==> src/verilog/pixel_compare_defines.svh <==
`ifndef PIXEL_COMPARE_DEFINES_SVH
`define PIXEL_COMPARE_DEFINES_SVH

// Result pixel values
`define RESULT_TRUE  8'hFF
`define RESULT_FALSE 8'h00
// Relation-select encodings
`define REL_EQUAL         3'h0
`define REL_GREATER       3'h1
`define REL_GREATER_EQUAL 3'h2
`define REL_LESS          3'h3
`define REL_LESS_EQUAL    3'h4
`define REL_NOT_EQUAL     3'h5
// Default image size
`define DEFAULT_ROWS 16'h01E0
`define DEFAULT_COLS 16'h0280

`endif

==> src/verilog/pixel_compare_pkg.sv <==
package pixel_compare_pkg;
	typedef enum logic [2:0] {
		rel_equal,
		rel_greater,
		rel_greater_equal,
		rel_less,
		rel_less_equal,
		rel_not_equal
	} relation_type;

	typedef enum logic [0:0] {
		st_idle,
		st_run
	} phase_type;
endpackage : pixel_compare_pkg

==> src/verilog/relation_unit.sv <==
`include "pixel_compare_defines.svh"

// Combinational relation of one channel; first operand is the left-hand side
module relation_unit #(
	parameter int WIDTH = 8
) (
	input  wire logic [WIDTH-1:0] left_value,
	input  wire logic [WIDTH-1:0] right_value,
	input  wire logic [2:0]       relation,
	output logic                  holds
);
	// Unknown codes answer false so a bad setting yields an all-zero image
	always_comb begin
		case (relation)
			`REL_EQUAL:         holds = (left_value == right_value);
			`REL_GREATER:       holds = (left_value >  right_value);
			`REL_GREATER_EQUAL: holds = (left_value >= right_value);
			`REL_LESS:          holds = (left_value <  right_value);
			`REL_LESS_EQUAL:    holds = (left_value <= right_value);
			`REL_NOT_EQUAL:     holds = (left_value != right_value);
			default:            holds = 1'b0;
		endcase
	end
endmodule // relation_unit

==> src/verilog/pixel_compare_engine.sv <==
`include "pixel_compare_defines.svh"

// Notes on behaviour
// - Two-image mode compares first and second image pixels at equal positions.
// - Result pixel is 255 when the relation holds, else 0.
// - Six relations selectable; first image pixel is the left operand.
// - Result image has one 8-bit value per source channel.
// - Scalar mode compares every pixel with one constant scalar.
// - Each source pixel is read once; a full result image is emitted.
// - Two-image result keeps the input rows, columns and channels.
// - Scalar-mode result keeps the source rows, columns and channels.

// Handshake summary
// Readies are registered and rise only while the result slot is empty.
// A beat is consumed on an edge where its valid and the shown ready are both high.
// Two-image mode consumes the first and second beats on the same edge.
// A result stands until the downstream ready is seen high.
// Registered readies cost throughput: one pixel every two cycles at best.
// One idle cycle between images latches the next image's settings.
// BUSY is low for that one cycle between images.
// Settings that change mid-image apply from the next image only.
// ROWS and COLS are fixed when built; there is no runtime image size.
// Unknown relation codes give an all-zero image rather than a stale relation.
// The result is one 8-bit value per source channel.
// Only SYS_CLK clocks this block; every input is taken as same-clock logic.
module pixel_compare_engine #(
	parameter int          CHANNELS   = 1,
	parameter int          PIXEL_BITS = 8,
	parameter logic [15:0] ROWS       = `DEFAULT_ROWS,
	parameter logic [15:0] COLS       = `DEFAULT_COLS
) (
	// Clock and synchronous reset
	input  wire logic                           SYS_CLK,
	input  wire logic                           NRST,
	// Image settings, taken at image start only
	input  wire logic                           SCALAR_MODE,
	input  wire logic [2:0]                     RELATION_SELECT,
	input  wire logic [CHANNELS*PIXEL_BITS-1:0] SCALAR_VALUE,
	// First source stream
	input  wire logic [CHANNELS*PIXEL_BITS-1:0] FIRST_IMAGE_IN_DATA,
	input  wire logic                           FIRST_IMAGE_IN_VALID,
	output logic                                FIRST_IMAGE_IN_READY,
	// Second source stream, left alone in scalar mode
	input  wire logic [CHANNELS*PIXEL_BITS-1:0] SECOND_IMAGE_IN_DATA,
	input  wire logic                           SECOND_IMAGE_IN_VALID,
	output logic                                SECOND_IMAGE_IN_READY,
	// Result stream
	output logic [CHANNELS*8-1:0]               RESULT_DATA,
	output logic                                RESULT_VALID,
	input  wire logic                           RESULT_READY,
	output logic                                RESULT_LAST,
	// Image in progress
	output logic                                BUSY
);
	// Result pixels are 8 bits per channel whatever the source depth
	localparam int RESULT_BITS = 8;
	// Raster end points, fixed when built
	localparam logic [15:0] LAST_COL = COLS - 16'h0001;
	localparam logic [15:0] LAST_ROW = ROWS - 16'h0001;

	// All state lives in one register; next_state is its combinational copy
	typedef struct packed {
		// Sequencing and the settings latched at image start
		pixel_compare_pkg::phase_type    phase;
		logic [2:0]                      relation;
		logic                            scalar_mode;
		logic [CHANNELS*PIXEL_BITS-1:0]  scalar;
		// Raster position of the next input pixel
		logic [15:0]                     row;
		logic [15:0]                     col;
		// Registered input readies
		logic                            in_ready_first;
		logic                            in_ready_second;
		// Result slot and status
		logic [CHANNELS*8-1:0]           result;
		logic                            result_valid;
		logic                            result_last;
		logic                            busy;
	} state_type;

	state_type state;
	state_type next_state;

	// Combinational helpers feeding the next-state logic
	logic [CHANNELS-1:0]             holds;
	logic [CHANNELS*PIXEL_BITS-1:0]  right_operand;
	logic [CHANNELS*RESULT_BITS-1:0] result_word;
	logic                            in_run;
	logic                            input_pair_valid;
	logic                            drain;
	logic                            slot_free;
	logic                            take;
	logic                            col_at_end;
	logic                            row_at_end;
	logic                            image_end;

	// Second operand is the other image or the latched scalar
	assign right_operand = state.scalar_mode ? state.scalar : SECOND_IMAGE_IN_DATA;

	// Per-channel comparators; the result keeps the source channel count
	genvar ch;
	generate
		for (ch = 0; ch < CHANNELS; ch++) begin : g_channel
			// Left operand is always the first image pixel
			relation_unit #(
				.WIDTH (PIXEL_BITS)
			) u_relation (
				.left_value  (FIRST_IMAGE_IN_DATA[ch*PIXEL_BITS +: PIXEL_BITS]),
				.right_value (right_operand[ch*PIXEL_BITS +: PIXEL_BITS]),
				.relation    (state.relation),
				.holds       (holds[ch])
			);
			// A true relation gives a full-scale byte, a false one zero
			assign result_word[ch*RESULT_BITS +: RESULT_BITS] = holds[ch] ? `RESULT_TRUE
				: `RESULT_FALSE;
		end
	endgenerate

	// Phase decode shared by the handshake terms
	assign in_run = (state.phase == pixel_compare_pkg::st_run);

	// One pixel per transfer; both streams must be present together in two-image mode
	assign input_pair_valid = FIRST_IMAGE_IN_VALID
		& (state.scalar_mode | SECOND_IMAGE_IN_VALID);
	// Downstream takes the standing result on this edge
	assign drain     = state.result_valid & RESULT_READY;
	assign slot_free = ~state.result_valid | RESULT_READY;
	// A beat counts only where the registered ready was shown, so none is lost upstream
	assign take = in_run & state.in_ready_first & input_pair_valid & slot_free;

	// Raster position decode; the last column of the last row ends the image
	assign col_at_end = (state.col == LAST_COL);
	assign row_at_end = (state.row == LAST_ROW);
	assign image_end  = col_at_end & row_at_end;

	// Next-state logic
	always_comb begin
		next_state = state;
		// Output slot drains independently of new inputs
		if (drain) begin
			next_state.result_valid = 1'b0;
			next_state.result_last  = 1'b0;
		end

		// Idle lasts one cycle and only prepares the next image
		case (state.phase)
			pixel_compare_pkg::st_idle: begin
				// Latch settings at image start so mid-image changes cannot tear it
				next_state.relation    = RELATION_SELECT;
				next_state.scalar_mode = SCALAR_MODE;
				// Scalar is captured in both modes; two-image mode ignores it
				next_state.scalar      = SCALAR_VALUE;
				// Every image starts at the top-left pixel
				next_state.row         = 16'h0000;
				next_state.col         = 16'h0000;
				// Readies can rise on the same edge that enters this run phase
				next_state.phase       = pixel_compare_pkg::st_run;
				next_state.busy        = 1'b1;
			end

			pixel_compare_pkg::st_run: begin
				// Without a take the result data and the position keep their values
				if (take) begin
					// A taken beat always lands in an empty slot
					next_state.result       = result_word;
					next_state.result_valid = 1'b1;
					next_state.result_last  = image_end;
					// Raster walk bounds the image to ROWS x COLS
					if (col_at_end) begin
						next_state.col = 16'h0000;
						if (row_at_end) begin
							// The final pixel closes the image; BUSY falls with it
							next_state.phase = pixel_compare_pkg::st_idle;
							next_state.busy  = 1'b0;
						end else begin
							next_state.row = state.row + 16'h0001;
						end
					end else begin
						next_state.col = state.col + 16'h0001;
					end
				end
			end
			default: begin
				// An illegal phase recovers through idle
				next_state.phase = pixel_compare_pkg::st_idle;
			end
		endcase

		// Readies are registered, so they look one cycle ahead at the slot
		// A slot still full next cycle holds both readies low: that is the stall
		// In idle both readies stay low, so no beat is taken between images
		next_state.in_ready_first  = (next_state.phase == pixel_compare_pkg::st_run)
			& ~next_state.result_valid;
		// The second stream is never offered a beat in scalar mode
		next_state.in_ready_second = next_state.in_ready_first & ~next_state.scalar_mode;
	end

	// State register; reset empties the result slot and drops every ready
	always_ff @(posedge SYS_CLK) begin
		if (!NRST) begin
			state <= '0;
		end else begin
			state <= next_state;
		end
	end

	// Registered readies
	assign FIRST_IMAGE_IN_READY  = state.in_ready_first;
	assign SECOND_IMAGE_IN_READY = state.in_ready_second;
	// Result stream; data, valid and last leave the same register together
	assign RESULT_DATA           = state.result;
	assign RESULT_VALID          = state.result_valid;
	assign RESULT_LAST           = state.result_last;
	// Image in progress
	assign BUSY                  = state.busy;
endmodule // pixel_compare_engine

==> config.mk <==
export PLATFORM = sky130hd
export DESIGN_NAME = pixel_compare_engine
export DESIGN_NICKNAME = d
export VERILOG_FILES = /design/src/verilog/pixel_compare_pkg.sv /design/src/verilog/relation_unit.sv /design/src/verilog/pixel_compare_engine.sv
export VERILOG_INCLUDE_DIRS = /design/src /design/src/verilog
export SDC_FILE = /design/constraint.sdc
export NUM_CORES = 1
export LEC_CHECK = 0
export ABC_AREA = 1
export BUFFER_PORTS_ARGS = -buffer_cell sky130_fd_sc_hd__buf_4
export CORE_MARGIN = 4
export CORE_UTILIZATION = 51
export DETAILED_ROUTE_END_ITERATION = 8
export PLACE_DENSITY = 0.83
export SLEW_MARGIN = 15
export SYNTH_ARGS = -nofsm -noshare
export SYNTH_HDL_FRONTEND = slang
export SYNTH_SLANG_ARGS = --single-unit
==> constraint.sdc <==
create_clock -name SYS_CLK -period 2.1 [get_ports SYS_CLK]
set_clock_uncertainty 0.05 [all_clocks]
set_input_delay 0.105 -clock SYS_CLK [delete_from_list [all_inputs] [get_ports SYS_CLK]]
set_output_delay 0.105 -clock SYS_CLK [all_outputs]
set_load 0.05 [all_outputs]
**Yosys cells after proc, flatten, opt, wreduce, memory -nomap -nowiden**

Cells that the tools add are included.

- Register bits: 58
- Input bits: 33
- Output and inout bits: 13
- Word-level logic and storage cells: 68

- $add $sub $neg: 2
- $lt $le $gt $ge: 4
- Equal/unequal tests: 13
- Multiplexer cells: 19
- Bitwise logic cells: 14
- Reductions and logical operators: 4

Operators by type and width:

| kind | number |
|---|---|
| $pmux W32 S2 | 1 |
| $mux W16 | 3 |
| $add A16 B1 Y16 const B | 2 |
| $mux W32 | 1 |
| $eq A16 B10 Y1 const B | 1 |
| $eq A16 B9 Y1 const B | 1 |
| $mux W8 | 2 |
| $mux W9 | 1 |
| $and A1 B1 Y1 | 8 |
| $eq A8 B8 Y1 | 1 |
| $ge A8 B8 Y1 | 1 |
| $gt A8 B8 Y1 | 1 |
| $le A8 B8 Y1 | 1 |
| $lt A8 B8 Y1 | 1 |
| $ne A8 B8 Y1 | 1 |
| $eq A3 B2 Y1 const B | 2 |
| $eq A3 B3 Y1 const B | 2 |
| $ne A2 B1 Y1 const B | 3 |
| $pmux W1 S6 | 1 |
| $reduce_and A3 Y1 | 2 |
| $mux W1 | 5 |
| $mux W2 | 2 |
| $not A1 Y1 | 4 |
| $pmux W1 S2 | 2 |
| other kinds (6) | 7 |

**Logic depth before layout (Yosys ltp)**

- Word-level depth: 9
- Mapped depth: 18
- Mapped depth without buffers: 17

**Cells and area by module**

A second synthesis with hierarchy kept.

- Cell total of the unflattened synthesis: 514
- Area total of the unflattened synthesis: 3205.6 um^2

By module, submodules not included:

| module | times used | cells an instance | area each (um^2) | seq. area each (um^2) |
|---|---|---|---|---|
| pixel_compare_engine | 1 | 455 | 2867.8 | 1021.0 |
| relation_unit | 1 | 59 | 337.8 | 0.0 |

**Worst setup path before layout**

OpenSTA, ideal clock, no wires.

- Path type: register -> register
- Start: register state[53] (netlist bit)
- End: register state (netlist bit RESULT_DATA[6])
- Setup time: 0.072 ns
- Arrival: 1.852 ns
- Data required time: 1.978 ns
- Path slack: 0.126 ns
- Stages on the path, launching flop included: 12
- Path buffers: 1
- Period minus slack after synthesis: 1.974 ns
- Cells stage by stage: dfxtp_1 > clkbuf_1 > mux2i_1 > ha_1 > a21o_1 > nor2_1 > nand2_1 > a21oi_1 > nor2_1 > nand2_1 > nand2_1 > a21oi_1

- Word-level cells in the longest chain between the ends: 5
- Elaborated cells between the ends (all ways): 14
- Those cells by class: order compare (4); eq/ne (2); mux (3); bitwise (4); reduce/logical (1)

Ends and longest elaborated chain:

| element | line | RTL |
|---|---|---|
| start, declared | pixel_compare_engine.sv:81 | `state_type state;` |
| start signal, assigned | pixel_compare_engine.sv:203 | `state <= next_state;` |
| branches (longest 5 deep; another with $le A8 B8 Y1) | - |  |

Several ways; the timed one is not identified.
A chain may end at the register's enable or synchronous reset.

**Worst setup path after layout**

Ends and elaborated chain as after synthesis.

==> tab_implementation.tex <==
\begin{tabular}{lr}
\hline
Metric & Value \\
\hline
\multicolumn{2}{l}{\textbf{Global route}} \\
Wire length of the first global-routing pass & 11,400 um \\
Via count of the first global-routing pass & 2,600 \\
Remaining global-route overflow & 0 \\
Largest net degree at the start of global routing & 20 \\
Initial antenna violation count & 0 \\
Overall Global Routing Usage & 19.5\% \\
\multicolumn{2}{l}{\textbf{Drt}} \\
Routed wire length per instance & 12.6 um \\
Number of iterations in the first detailed-routing pass & 5 \\
Violation count after the first detailed-route iteration & 157 \\
Via Count & 2,836 \\
Via density & 5.19 \\
Post-route ant nets & 0 \\
Post-route DRC & 0 \\
WL final & 6860 um \\
\multicolumn{2}{l}{\textbf{Synthesis}} \\
Most common flop cell mapped by yosys & dfxtp\_1 \\
Synth Instances & 428 \\
Post-synthesis adder-cell area fraction & 4.27\% \\
Number of synthesized flops with an enable pin & 0 \\
Mapped cell area & 2930 sq um \\
Syn\_area\_per\_cell & 6.85 sq um \\
Compound-gate portion of the synthesized area & 13.2\% \\
Distinct cells, synth & 42 \\
XOR/XNOR share of the synthesized area & 3.59\% \\
Count of state elements after synthesis & 51 \\
Share of the yosys chip area belonging to registers & 34.8\% \\
Warning count from the yosys run & 0 \\
Post-Syn Nets & 471 \\
Main combinational cell family by area after synthesis & simple AND/OR/NAND/NOR gates \\
Multiplexer share of the synthesized area & 2.05\% \\
Synth Area in Simple Gates & 31.9\% \\
Async S/R FF share, synth & 0\% \\
\multicolumn{2}{l}{\textbf{STA}} \\
Number of max-slew violations in the final report & 0 \\
Time the final worst path needs with I/O delays and setup & 1.88 ns \\
Setup\_tns & 0 ns \\
Final cycle utilization of the critical path & 89.4\% \\
Setup repair after global routing missed its margin & false \\
Max Freq & 0.532 GHz \\
Final Hold Viols & 0 \\
Count of final setup violators & 0 \\
Max\_slew headroom & 63.2\% \\
Transition time at the pin with the least slew margin & 0.551 ns \\
\multicolumn{2}{l}{\textbf{Floorplan}} \\
Area of the core & 5540 sq um \\
I/O pin cnt & 46 \\
Number of core rows & 27 \\
Die width & 83.8 um \\
Die height & 83.8 um \\
Total Die Area & 7020 sq um \\
Initial cell density of the core & 52.9\% \\
\multicolumn{2}{l}{\textbf{Worst setup path}} \\
Source of the worst register-to-register timing path & state[53] \\
Worst reg2reg endpoint & RESULT\_DATA[6] \\
Sort of element at the end of the critical path & flop \\
Critical path's most frequent cell & nand2\_1 \\
Capturing instance or port of the critical path & RESULT\_DATA[6] \\
Maximum cell stage delay along the critical path & 0.45 ns \\
Worst Reg2Reg Path Length in Cells & 10 \\
Flop2flop setup slack & 0.22 ns \\
Worst-path maximum fanout & 11 \\
CP Launch Point & state[53] \\
CP Data Arrival Time & 2.08 ns \\
Cell breakdown of the critical path & mux2i\_1 -> ha\_1 -> a21o\_1 -> nor2\_1 -> nand2\_1 -> a21oi\_1 -> nor2\_1 -> nand2\_1 -> nand2\_1 -> a21oi\_1 \\
Data required time of the critical path & 2.30 ns \\
Crit Path Class & flop to flop \\
Max stage delay cell, worst path & dfxtp\_4 \\
CP Launch Type & flop \\
\multicolumn{2}{l}{\textbf{Layout}} \\
Number of fill cells in the layout & 489 \\
Layout Cells excl Fill & 546 \\
Final design instance area without fill & 3460 sq um \\
Most common cell after layout, fill and taps aside & nand2\_1 \\
Share of final-layout standard cells stronger than drive strength 1 & 17.3\% \\
Utilization of the core after routing & 62.5\% \\
Number of diodes & 0 \\
Area growth from synthesis to final layout & 18.2\% \\
Final Net Count & 516 \\
Commonest non-fill, non-tap cells in the layout & nand2\_1 (93), nor2\_1 (70), dfxtp\_1 (50), buf\_4 (50), inv\_1 (37) \\
\multicolumn{2}{l}{\textbf{Placed design}} \\
Cell total after placement & 531 \\
DP Wirelength & 5030 um \\
Port bufs & 45 \\
Gp weighted congestion & 0.904 \\
Placed Area & 3270 sq um \\
\multicolumn{2}{l}{\textbf{Clocking}} \\
Number of buffers created by CTS & 5 \\
Number of H-tree levels & 2 \\
Setup fix buffers added after clock tree synthesis & 0 \\
CTS sink count & 51 \\
Root buffer selected by CTS & clkbuf\_8 \\
Max clock buf depth & 2 \\
Clock latency reported for the late side of the worst-skew pair & 0.31 ns \\
Clock-pin slew on the worst setup and hold paths & 0.10 ns \\
Clock tree from TritonCTS & done \\
\multicolumn{2}{l}{\textbf{Pwr}} \\
Overall Power & 2010 uW \\
Power density of the placed cells & 579 nW/um\^{}2 \\
Leakage power total & 0.00140 uW \\
Peak supply drop & 0.349 mV \\
\multicolumn{2}{l}{\textbf{Job}} \\
Max capacitance violation total & 0 \\
\multicolumn{2}{l}{\textbf{Run status}} \\
Outcome & completed \\
\multicolumn{2}{l}{\textbf{Hold path}} \\
Start point of the worst min-delay path & SCALAR\_VALUE[0] \\
Path type of the worst min-delay path & input pin to flop \\
\hline
\end{tabular}
## through the flow
step	hold slack (ns)	setup slack, ns
2_1_floorplan	0.207	0.126
3_3_place_gp	0.291	0.141
3_5_place_dp	0.308	0.0201
4_1_cts	0.00290	0.000138
5_1_grt	0.00198	0.00496
6_report	0.00298	0.222
## cells in the mapped netlist, types with 3 or more instances
cell type,instances,share of area (%)
nand2_1,94,12
nor2_1,70,9.0
dfxtp_1,51,35
inv_1,37,4.7
a21oi_1,26,4.4
o21ai_0,26,4.4
nand3_1,20,3.4
nor3_1,12,2.0
ha_1,10,4.3
xor2_1,9,2.7
buf_4,8,2.0
mux2i_1,6,2.0
inv_2,5,0.64
nand4_1,5,1.1
a21oi_2,4,1.2
clkbuf_1,4,0.51
a211oi_1,3,0.77
buf_6,3,1.2
nand2_2,3,0.64
nor2_2,3,0.64
xnor2_1,3,0.90
## logic make-up (layout without fill, tap and decap cells)
logic type / count (synthesis) / in the layout
and+or+nand+nor: 217 / 217
AOI/OAI and AO/OA: 68 / 68
buffers and inverters: 64 / 110
DFF: 51 / 51
xor gates and xnor gates: 12 / 12
adders and majority gates: 10 / 10
muxes: 6 / 6
## routing by layer
layer | wire, um | global-route usage, % | vias to the layer above | part of all wire [%]
met5 | 0 | 0 | - | 0
met1 | 3210 | 25.2 | 1276 | 47
met4 | 102 | 5.56 | 0 | 1.5
li1 | - | - | 1473 | -
met3 | 364 | 3.36 | 11 | 5.3
met2 | 3180 | 33.3 | 76 | 46
## critical path: cells and delay by family (launching register included)
family          cells  cell delay, ns
simple gates        5            0.37
fa+ha+maj           1            0.27
compound gates      3            0.44
mux                 1            0.23
flops               1            0.45
## final cells by class
class	instances	area [sq um]	share of cell area, %
Sequential cell	51	1020	29.6
Inverter	45	174	5.02
Multi-Input combinational cell	313	1620	46.6
Clock buffer	5	68.8	1.99
Timing Repair Buffer	57	445	12.9
Clock inverter	3	46.3	1.34
Tap cell	72	90.1	2.60
## registers in the layout, summed over array words and instances, names as in the netlist
signal                 count
RESULT_LAST                1
SECOND_IMAGE_IN_READY      1
in_run                     1
BUSY                       1
RESULT_VALID               1
FIRST_IMAGE_IN_READY       1
state                     44
RESULT_DATA                1
## where the power goes
group | total (uW) | leakage [uW] | internal, uW | switching [uW]
Combinational | 279 | 0.000933 | 118 | 161
Sequential | 1020 | 0.000416 | 992 | 24.1
Clock | 712 | 0.0000548 | 359 | 353
Total | 2010 | 0.00140 | 1470 | 537
## how the worst min path moves through the flow
stage | end | cells past startpoint | slack [ns]
after detailed placement | state[50] | 3 | 0.31
after floorplan | state[46] | 2 | 0.21
final | state[45] | 3 | 0.003
after CTS | state[45] | 3 | 0.003
after global placement | state[51] | 3 | 0.29
after global routing | state[45] | 3 | 0.002
## repair_timing
item	4_1_cts	5_1_grt
hold buffers	7	0
endpoints found under the hold margin	7	0
gates resized for setup	0	4
endpoints found under the setup margin	0	3
Power figures use the tool's default switching activity.
